<file path="src/logic/tws_defs.vh">
`ifndef TWS_DEFS_VH
`define TWS_DEFS_VH

// fixed upper six bits of the slave address
`define TWS_ADDR_UPPER 6'h16

// register indices, set index first, clear index second
`define TWS_IDX_VEND_LO 8'h00
`define TWS_IDX_VEND_HI 8'h01
`define TWS_IDX_PROD_LO 8'h02
`define TWS_IDX_PROD_HI 8'h03
`define TWS_IDX_CTRL1_SET 8'h04
`define TWS_IDX_CTRL1_CLR 8'h05
`define TWS_IDX_CTRL2_SET 8'h06
`define TWS_IDX_CTRL2_CLR 8'h07
`define TWS_IDX_INT_SRC 8'h08
`define TWS_IDX_LATCH_SET 8'h0A
`define TWS_IDX_LATCH_CLR 8'h0B
`define TWS_IDX_MFALL_SET 8'h0C
`define TWS_IDX_MFALL_CLR 8'h0D
`define TWS_IDX_MRISE_SET 8'h0E
`define TWS_IDX_MRISE_CLR 8'h0F
`define TWS_IDX_CTRL3_SET 8'h12
`define TWS_IDX_CTRL3_CLR 8'h13

// reset values
`define TWS_RST_CTRL1 8'h03
`define TWS_RST_CTRL2 8'h0C
`define TWS_RST_CTRL3 8'h14
`define TWS_RST_IRQ 8'h00

// field position of the pump-control enable in control 3
`define TWS_PSW_EN_BIT 6

// bits in one byte
`define TWS_BYTE_BITS 4'h8

`endif

</file>
<file path="src/logic/tws_slave.v">
`timescale 1ns/1ps
`include "tws_defs.vh"

// Function
// - slave only; master drives clock, starts transfers
// - start: data falls while clock high
// - stop: data rises, clock high; ends transaction
// - receiver pulls data low on ninth clock
// - eight bits per byte, msb first
// - write: address, index, data bytes, stop
// - read: index write, restart, sequential reads
// - latch select pin on reset pin rise
// - latched level is address lsb
// - pump enable turns select pin to output
// - output drives inverse of latched level
// - address is 010110 plus latched bit
// - set and clear indices; both read back
// - pump enable bit 6, default 0
module tws_slave #(
  parameter [15:0] VENDOR_ID = 16'h1234, // arbitrary value
  parameter [15:0] PRODUCT_ID = 16'h5678 // arbitrary value
) (
  input wire core_clk,
  input wire rst,
  input wire reset_pin_n,
  input wire scl_in,
  input wire sda_in,
  output reg sda_out,
  output reg sda_oe,
  input wire adr_in,
  output reg adr_out,
  output reg adr_oe,
  input wire [7:0] int_source,
  output reg [7:0] ctrl1,
  output reg [7:0] ctrl2,
  output reg [7:0] ctrl3,
  output reg [7:0] int_latch,
  output reg [7:0] mask_fall,
  output reg [7:0] mask_rise
);

  // slave states
  localparam [2:0] ST_IDLE = 3'h0; // waiting for a start
  localparam [2:0] ST_ADDR = 3'h1; // shifting in address byte
  localparam [2:0] ST_ADDR_ACK = 3'h2; // acknowledging address
  localparam [2:0] ST_WR_BYTE = 3'h3; // shifting in index or data
  localparam [2:0] ST_WR_ACK = 3'h4; // acknowledging written byte
  localparam [2:0] ST_RD_BYTE = 3'h5; // shifting out a data byte
  localparam [2:0] ST_RD_ACK = 3'h6; // sampling master answer

  // two-flop synchronisers, plus a history stage on all but the select pin
  reg scl_s1, scl_s2, scl_d; // clock line
  reg sda_s1, sda_s2, sda_d; // data line
  reg adr_s1, adr_s2; // select pin
  reg rpn_s1, rpn_s2, rpn_d; // reset pin

  reg [2:0] state; // slave state
  reg [3:0] bit_cnt; // bits moved in current byte
  reg [7:0] shift_in; // received bits
  reg [7:0] shift_out; // bits still to send
  reg read_dir; // direction bit of the address
  reg index_phase; // next written byte is the index
  reg master_ack; // master acknowledged last read byte
  reg [7:0] reg_ptr; // register pointer
  reg adr_latched; // select level caught at reset release

  // edge events on synchronised lines
  wire scl_rise = scl_s2 & ~scl_d;
  wire scl_fall = ~scl_s2 & scl_d;
  wire start_det = scl_s2 & scl_d & sda_d & ~sda_s2;
  wire stop_det = scl_s2 & scl_d & ~sda_d & sda_s2;
  wire dev_reset = rst | ~rpn_s2;
  wire [6:0] own_addr = {`TWS_ADDR_UPPER, adr_latched};

  // read multiplexer over the register map
  function [7:0] read_reg;
    input [7:0] idx;
    begin
      case (idx)
        `TWS_IDX_VEND_LO: read_reg = VENDOR_ID[7:0];
        `TWS_IDX_VEND_HI: read_reg = VENDOR_ID[15:8];
        `TWS_IDX_PROD_LO: read_reg = PRODUCT_ID[7:0];
        `TWS_IDX_PROD_HI: read_reg = PRODUCT_ID[15:8];
        `TWS_IDX_CTRL1_SET, `TWS_IDX_CTRL1_CLR: read_reg = ctrl1;
        `TWS_IDX_CTRL2_SET, `TWS_IDX_CTRL2_CLR: read_reg = ctrl2;
        `TWS_IDX_INT_SRC: read_reg = int_source;
        `TWS_IDX_LATCH_SET, `TWS_IDX_LATCH_CLR: read_reg = int_latch;
        `TWS_IDX_MFALL_SET, `TWS_IDX_MFALL_CLR: read_reg = mask_fall;
        `TWS_IDX_MRISE_SET, `TWS_IDX_MRISE_CLR: read_reg = mask_rise;
        `TWS_IDX_CTRL3_SET, `TWS_IDX_CTRL3_CLR: read_reg = ctrl3;
        default: read_reg = 8'h00;
      endcase
    end
  endfunction

  // byte sent for the current pointer, also decides the first bit drive
  wire [7:0] rd_data = read_reg(reg_ptr);

  // set or clear bits depending on the index parity
  function [7:0] set_clr;
    input [7:0] old;
    input clr;
    input [7:0] data;
    begin
      if (clr) begin
        set_clr = old & ~data;
      end else begin
        set_clr = old | data;
      end
    end
  endfunction

  // synchronise the clock, data, select and reset pin inputs
  always @(posedge core_clk) begin
    if (rst) begin
      scl_s1 <= 1'b1;
      scl_s2 <= 1'b1;
      scl_d <= 1'b1;
      sda_s1 <= 1'b1;
      sda_s2 <= 1'b1;
      sda_d <= 1'b1;
      adr_s1 <= 1'b0;
      adr_s2 <= 1'b0;
      rpn_s1 <= 1'b0;
      rpn_s2 <= 1'b0;
      rpn_d <= 1'b0;
    end else begin
      scl_s1 <= scl_in;
      scl_s2 <= scl_s1;
      scl_d <= scl_s2;
      sda_s1 <= sda_in;
      sda_s2 <= sda_s1;
      sda_d <= sda_s2;
      adr_s1 <= adr_in;
      adr_s2 <= adr_s1;
      rpn_s1 <= reset_pin_n;
      rpn_s2 <= rpn_s1;
      rpn_d <= rpn_s2;
    end
  end

  // select level caught at each reset pin release
  always @(posedge core_clk) begin
    if (rst) begin
      adr_latched <= 1'b0;
    end else if (rpn_s2 & ~rpn_d) begin
      adr_latched <= adr_s2;
    end
  end

  // pump switch drive, only once the level is caught
  always @(posedge core_clk) begin
    if (dev_reset) begin
      adr_oe <= 1'b0;
      adr_out <= 1'b0;
    end else begin
      adr_oe <= ctrl3[`TWS_PSW_EN_BIT];
      adr_out <= ~adr_latched;
    end
  end

  // slave protocol engine and register writes
  always @(posedge core_clk) begin
    if (dev_reset) begin
      state <= ST_IDLE;
      bit_cnt <= 4'h0;
      shift_in <= 8'h00;
      shift_out <= 8'h00;
      read_dir <= 1'b0;
      index_phase <= 1'b0;
      master_ack <= 1'b0;
      reg_ptr <= 8'h00;
      sda_out <= 1'b0;
      sda_oe <= 1'b0;
      ctrl1 <= `TWS_RST_CTRL1;
      ctrl2 <= `TWS_RST_CTRL2;
      ctrl3 <= `TWS_RST_CTRL3;
      int_latch <= `TWS_RST_IRQ;
      mask_fall <= `TWS_RST_IRQ;
      mask_rise <= `TWS_RST_IRQ;
    end else if (stop_det) begin
      // end of transaction, bus released
      state <= ST_IDLE;
      sda_oe <= 1'b0;
    end else if (start_det) begin
      // start or repeated start opens an address phase
      state <= ST_ADDR;
      bit_cnt <= 4'h0;
      sda_oe <= 1'b0;
    end else begin
      case (state)
        ST_IDLE: begin
          // nothing moves until a start
          sda_oe <= 1'b0;
        end
        ST_ADDR, ST_WR_BYTE: begin
          // sample on rise, decide after eighth fall
          if (scl_rise && bit_cnt != `TWS_BYTE_BITS) begin
            shift_in <= {shift_in[6:0], sda_s2};
            bit_cnt <= bit_cnt + 4'h1;
          end else if (scl_fall && bit_cnt == `TWS_BYTE_BITS) begin
            bit_cnt <= 4'h0;
            if (state == ST_ADDR) begin
              if (shift_in[7:1] == own_addr) begin
                // address match: acknowledge
                sda_oe <= 1'b1;
                read_dir <= shift_in[0];
                index_phase <= ~shift_in[0];
                state <= ST_ADDR_ACK;
              end else begin
                // not ours: stay off the bus
                state <= ST_IDLE;
              end
            end else begin
              sda_oe <= 1'b1;
              state <= ST_WR_ACK;
              if (index_phase) begin
                // first byte sets the pointer
                reg_ptr <= shift_in;
                index_phase <= 1'b0;
              end else begin
                reg_ptr <= reg_ptr + 8'h01;
                case (reg_ptr)
                  `TWS_IDX_CTRL1_SET, `TWS_IDX_CTRL1_CLR:
                    ctrl1 <= set_clr(ctrl1, reg_ptr[0], shift_in);
                  `TWS_IDX_CTRL2_SET, `TWS_IDX_CTRL2_CLR:
                    ctrl2 <= set_clr(ctrl2, reg_ptr[0], shift_in);
                  `TWS_IDX_CTRL3_SET, `TWS_IDX_CTRL3_CLR:
                    ctrl3 <= set_clr(ctrl3, reg_ptr[0], shift_in);
                  `TWS_IDX_LATCH_SET, `TWS_IDX_LATCH_CLR:
                    int_latch <= set_clr(int_latch, reg_ptr[0], shift_in);
                  `TWS_IDX_MFALL_SET, `TWS_IDX_MFALL_CLR:
                    mask_fall <= set_clr(mask_fall, reg_ptr[0], shift_in);
                  `TWS_IDX_MRISE_SET, `TWS_IDX_MRISE_CLR:
                    mask_rise <= set_clr(mask_rise, reg_ptr[0], shift_in);
                  default: begin
                    // read-only or unmapped: dropped
                  end
                endcase
              end
            end
          end
        end
        ST_ADDR_ACK: begin
          // ninth clock ends: release, or start sending
          if (scl_fall) begin
            if (read_dir) begin
              shift_out <= rd_data;
              sda_oe <= ~rd_data[7];
              bit_cnt <= 4'h1;
              state <= ST_RD_BYTE;
            end else begin
              sda_oe <= 1'b0;
              state <= ST_WR_BYTE;
            end
          end
        end
        ST_WR_ACK: begin
          // release after the acknowledge clock
          if (scl_fall) begin
            sda_oe <= 1'b0;
            state <= ST_WR_BYTE;
          end
        end
        ST_RD_BYTE: begin
          // next bit on each fall, msb first
          if (scl_fall) begin
            if (bit_cnt == `TWS_BYTE_BITS) begin
              sda_oe <= 1'b0;
              reg_ptr <= reg_ptr + 8'h01;
              master_ack <= 1'b0;
              state <= ST_RD_ACK;
            end else begin
              shift_out <= {shift_out[6:0], 1'b0};
              sda_oe <= ~shift_out[6];
              bit_cnt <= bit_cnt + 4'h1;
            end
          end
        end
        ST_RD_ACK: begin
          // master answer decides continue or quit
          if (scl_rise) begin
            if (sda_s2) begin
              state <= ST_IDLE;
            end else begin
              master_ack <= 1'b1;
            end
          end else if (scl_fall && master_ack) begin
            shift_out <= rd_data;
            sda_oe <= ~rd_data[7];
            bit_cnt <= 4'h1;
            state <= ST_RD_BYTE;
          end
        end
        default: begin
          state <= ST_IDLE;
          sda_oe <= 1'b0;
        end
      endcase
    end
  end

endmodule

</file>
<file path="config.mk">
export PLATFORM = sky130hd
export DESIGN_NAME = tws_slave
export DESIGN_NICKNAME = d
export VERILOG_FILES = /design/src/logic/tws_slave.v
export VERILOG_INCLUDE_DIRS = /design/src /design/src/logic
export SDC_FILE = /design/constraint.sdc
export NUM_CORES = 1
export LEC_CHECK = 0
export ABC_AREA = 0
export ABC_CLOCK_PERIOD_IN_PS = 3300
export BUFFER_PORTS_ARGS = -buffer_cell sky130_fd_sc_hd__buf_4
export CAP_MARGIN = 20
export CORE_ASPECT_RATIO = 1.2
export CORE_UTILIZATION = 50
export CTS_BUF_LIST = sky130_fd_sc_hd__clkbuf_4 sky130_fd_sc_hd__clkbuf_8 sky130_fd_sc_hd__clkbuf_16
export DETAILED_ROUTE_END_ITERATION = 7
export PLACE_DENSITY = 0.74
export SLEW_MARGIN = 20
export SYNTH_ARGS = -nofsm -noshare
export SYNTH_HDL_FRONTEND = slang
export SYNTH_SLANG_ARGS = --single-unit
</file>
<file path="constraint.sdc">
create_clock -name core_clk -period 3.3 [get_ports core_clk]
set_clock_uncertainty 0.1 [all_clocks]
set_input_delay 0.33 -clock core_clk [delete_from_list [all_inputs] [get_ports core_clk]]
set_output_delay 0.33 -clock core_clk [all_outputs]
set_load 0.005 [all_outputs]
</file>
# [After elaboration in Yosys (flattened, before gate mapping)]
# Cells that the tools add are included.
[op_classes] add_sub_neg=2 n_eq_ne=56 mux=64 bitwise_logic=38 n_reduce_logical=34
[ops] op="$mux W8" count=12
[ops] op="$pmux W8 S11" count=1
[ops] op="$reduce_and A8 Y1" count=8
[ops] op="$eq A8 B4 Y1 const B" count=7
[ops] op="$and A8 B8 Y8" count=6
[ops] op="$or A8 B8 Y8" count=6
[ops] op="$mux W7" count=6
[ops] op="$ne A3 B3 Y1 const B" count=13
[ops] op="$mux W4" count=9
[ops] op="$reduce_and A9 Y1" count=4
[ops] op="$mux W3" count=11
[ops] op="$eq A8 B3 Y1 const B" count=4
[ops] op="$ne A2 B2 Y1 const B" count=14
[ops] op="$pmux W7 S3" count=1
[ops] op="$mux W1" count=18
[ops] op="$pmux W3 S6" count=1
[ops] op="$eq A8 B2 Y1 const B" count=2
[ops] op="$eq A8 B5 Y1 const B" count=2
[ops] op="$ne A4 B4 Y1 const B" count=4
[ops] op="$not A1 Y1" count=16
[ops] op="$pmux W4 S4" count=1
[ops] op="$pmux W8 S2" count=1
[ops] op="$reduce_or A2 Y1" count=8
[ops] op="$reduce_and A7 Y1" count=2
[ops] op="24 further kinds" count=37
[word_totals] ff_bits=96 in_bits=14 output_inout_bits=52 word_cells=224

# [Depth between registers and ports, before layout]
[depth] ltp_word=7 mapped_depth=11 depth_no_buf=7

# [Worst setup path after synthesis]
# No wires, ideal clock.
[synth_timing] path_kind="register -> register" from="reg reg_ptr[0]" to="reg shift_out[6]" setup_ns=0.128 t_arrival_ns=2.199 t_required_ns=3.072 slack_ns=0.873 path_stages_with_launch=12 path_buffers=4 period_less_slack_ns=2.427 cell_sequence="dfxtp_1 clkbuf_1 inv_1 ha_1 buf_2 or2_0 clkbuf_1 and3_1 buf_2 a221o_1 a31oi_1 o211ai_1"
[synth_between] elab_chain_len=6 word_cells_on_any_way=29 cone_classes="eq/ne: 16; mux: 6; reduce/logical: 7"
[synth_lines] element="start: declaration" line_no="tws_slave.v:64" text="reg [7:0] reg_ptr;"
[synth_lines] element="start signal: assignment" line_no="tws_slave.v:219" text="reg_ptr <= shift_in;"
[synth_lines] element="start signal: assignment" line_no="tws_slave.v:222" text="reg_ptr <= reg_ptr + 8'h01;"
[synth_lines] element="start signal: assignment" line_no="tws_slave.v:270" text="reg_ptr <= reg_ptr + 8'h01;"
[synth_lines] element="$eq A8 B5 Y1 (tied with other cells)" line_no="tws_slave.v:79" text="case (idx)"
[synth_lines] element="$reduce_or A2 Y1" line_no="tws_slave.v:79"
[synth_lines] element="$pmux W8 S11 (*)" line_no="tws_slave.v:79"
[synth_lines] element="$mux W7 (on tied branches)" line_no="tws_slave.v:288, tws_slave.v:247"
[synth_lines] element="$mux W7 (on tied branches)" line_no="tws_slave.v:282, tws_slave.v:246"
[synth_lines] element="$pmux W7 S3 (*)" line_no="tws_slave.v:191" text="case (state)"
[synth_lines] element="end signal: assignment" line_no="tws_slave.v:248" text="shift_out <= rd_data;"
[synth_lines] element="end signal: assignment" line_no="tws_slave.v:274" text="shift_out <= {shift_out[6:0], 1'b0};"
[synth_lines] element="end signal: assignment" line_no="tws_slave.v:289" text="shift_out <= rd_data;"
[synth_lines] element="end: declaration" line_no="tws_slave.v:60" text="reg [7:0] shift_out;"
# Mark *: on every way between the ends. The rest lies on a longest branch, timed or not. The select of a mux whose other input is x is not followed.
# A chain may end at the register's enable or synchronous reset.

# [Worst setup path after layout]
[layout_timing] from="reg reg_ptr[0]" to="reg shift_out[5]"
# The elaborated chain is that of the path after synthesis.

==> metrics.txt <==
switching share of power 0.2388; Hold Crit Start scl_in; Crit Path Max Fanout 10; CTS H-tree lvls 3; clk slew on worst S/H paths 80 ps; Final ANT Viol Nets 0; Power Density 389.7 nW/um^2; Max Slew Vio Count 0; Starting Density 0.5231; Die Y-Extent 112.4 um; worst flop-to-flop path endpoint shift_out[5]$_SDFFE_PP0P_; gr usage total 0.2860; top cells by area, synth dfxtp_1 (38%), mux2i_1 (8.9%), nand2_1 (5.2%); Gate power share 0.020; Setup Buffers After CTS 0; R2R Path Start reg_ptr[0]$_SDFFE_PP0P_; # IOs 66; r2r worst-path depth 7; clock sink count 96; FMAX 0.3646 GHz; Top Usage Layer GRT met2; Detailed Routing Iterations Pass 1 5; most frequent cell after synthesis dfxtp_1; remaining global-route overflow 0; Post-layout nets 653; largest net degree at the start of global routing 58; class of the worst hold path primary input to flop; Slew @ Worst Pin 836.2 ps; Antenna diodes 0; die area 10570 um^2; Synthesized Nets 628; share of cells above drive strength 1 0.1787; final hold slack 61.37 ps; Synth top cells by count dfxtp_1 (96), nand2_1 (70), nand3_1 (46), mux2i_1 (45), nor2_1 (38); Mapped Cells 608; DR DRC count 0; status complete, no violations; Clock Tree Buf Depth 2; Global Route met1 Usage 0.3680; post-synth cell types 64; register bit count reported by yosys 96; asr flop ratio synth 0; post-synth top area cell dfxtp_1; cts hold-fix bufs 0; Iteration-0 DRC Markers 399; CTS tree built; Rows 39; Clk Latency, worst-skew pair 350 ps; drt total wl 14710 um; switching power 0.5402 mW; Core Area 9711 um^2; number of hold violations in the final report 0; Flop pwr share 0.516; critical path data arrival time 2870 ps; Placer Congestion 0.9388; Hold Crit Depth 2; RSZ-0062 raised after global routing no; Clock power frac 0.464; vias in the first global route 4399; via count 4810; Primary FF master, synth dfxtp_1; Hold EP scl_s1$_SDFF_PP1_; Setup crit end kind flop; Syn Area/Cell 8.355 um^2; Area growth syn-to-layout 14.29%; worst relative slew slack 0.4418; Crit Path Class flop to flop; minimum clock period 2743 ps; Die Wd 94.02 um; crit-path cells inv_1 > ha_1 > or2_0 > and2_1 > a221o_1 > a311oi_1 > o211ai_1; Worst VDD drop 247.3 uV; root buffer cell clkbuf_16; PortBufs 64; Setup TNS 0 ps; Pint 1.722 mW; Vias/cell 6.321; HPWL Detailed 10300 um; GR Layer Usage met3 0.03523; number of synthesized flops with an enable pin 0; CTS resizes 0; CP max stage cell dfxtp_1; sequential share of the synthesized area 0.3783; synthesized area 5080 um^2; worst endpoint required time 3430 ps; total power 2.262 mW; total CTS buffers 9; fillers 882; met2 usage 0.4745; crit path launch type flop; WL per Instance 19.33 um; Leak 2.360 nW; Max Cap Viol 0; initial antenna violation count 0; Yosys warning count 0; flop2flop setup slack 560 ps; endpoints failing setup 0; largest stage delay on the critical path 520 ps; Tcrit/Tclk final 0.8312; Yosys top cell area share 0.3783; first-pass GRT wire length 23260 um
## metal layers
metal  share of wire  routed length [um]  vias to the layer above
met5               0                   0                        -
met4           0.029                 420                        0
met3           0.060                 884                       32
met2            0.50                7295                      238
met1            0.42                6113                     2292
li1                -                   -                     2248
## power groups by stage
stage	Sequential [mW]	Clock, mW	Combinational, mW
2_1_floorplan	1.19	0	0.0280
4_1_cts	1.17	1.06	0.0458
6_report	1.17	1.05	0.0460
3_3_place_gp	1.19	0	0.0453
5_1_grt	1.17	1.11	0.0503
3_5_place_dp	1.20	0	0.0458
## worst max path at each step
stage | start | slack (ps) | endpoint | cells past startpoint
2_1_floorplan | reg_ptr[0]$_SDFFE_PP0P_ | 870 | shift_out[6]$_SDFFE_PP0P_ | 11
3_3_place_gp | reg_ptr[0]$_SDFFE_PP0P_ | 720 | shift_out[5]$_SDFFE_PP0P_ | 7
3_5_place_dp | reg_ptr[0]$_SDFFE_PP0P_ | 620 | shift_out[5]$_SDFFE_PP0P_ | 7
4_1_cts | reg_ptr[0]$_SDFFE_PP0P_ | 620 | shift_out[5]$_SDFFE_PP0P_ | 7
5_1_grt | reg_ptr[0]$_SDFFE_PP0P_ | 450 | flop | 6
6_report | reg_ptr[0]$_SDFFE_PP0P_ | 560 | shift_out[5]$_SDFFE_PP0P_ | 7
## worst max-delay path, delay by kind of cell, from the launching register on
kind,cells,cell delay [ps]
AO/OA/AOI/OAI,3,840
AND/OR/NAND/NOR,2,660
flip-flops,1,520
adder cells (fa/ha/maj),1,350
buffers and inverters,1,150
## area by class of cell
type	instances	area (um^2)	area share
multi-input cells	446	2864	0.4933
inverters	8	30.03	0.005172
repair buffers	72	540.5	0.09310
flip-flops and latches	96	1922	0.3310
well taps	123	153.9	0.02651
clock buffers	9	225.2	0.03879
clock inverters	7	70.07	0.01207
## layout by cell type (no fill, tap or decap), drive strengths merged, types with 6 or more instances in the layout
cell type | Yosys | layout
inv | 8 | 14
a311oi | 10 | 10
buf | 25 | 72
nor2b | 11 | 11
dfxtp | 96 | 96
ha | 6 | 6
nand2b | 7 | 7
o21ai | 19 | 19
and2 | 9 | 9
a21oi | 24 | 24
nand3 | 47 | 47
and3 | 12 | 12
clkbuf | 33 | 9
a22oi | 10 | 10
nand4 | 13 | 13
mux2 | 9 | 9
nand2 | 70 | 70
a31oi | 7 | 7
nor2 | 39 | 39
nor3 | 15 | 15
or2 | 8 | 8
o211ai | 9 | 9
o22ai | 6 | 6
mux2i | 45 | 45
## kinds of logic (layout without fill, tap and decap cells)
family,after synthesis,count (layout),synth area share
other cells,1,1,0.0007382
simple gates,256,256,0.2628
buf+inv,66,96,0.05788
xor+xnor,4,4,0.006898
fa+ha+maj,6,6,0.01478
compound gates,125,125,0.1700
flops,96,96,0.3783
mux,54,54,0.1086
## stage by stage
step	std cells	utilization	setup WS (ps)	area, um^2
2_1_floorplan	608	-	873.4	5080
3_3_place_gp	745	0.5675	721.1	5510
3_5_place_dp	745	0.5675	624.6	5510
4_1_cts	761	0.5979	623.2	5806
5_1_grt	761	0.5979	451.5	5806
6_report	761	0.5979	556.9	5806
(Power assumes the default switching activity.)
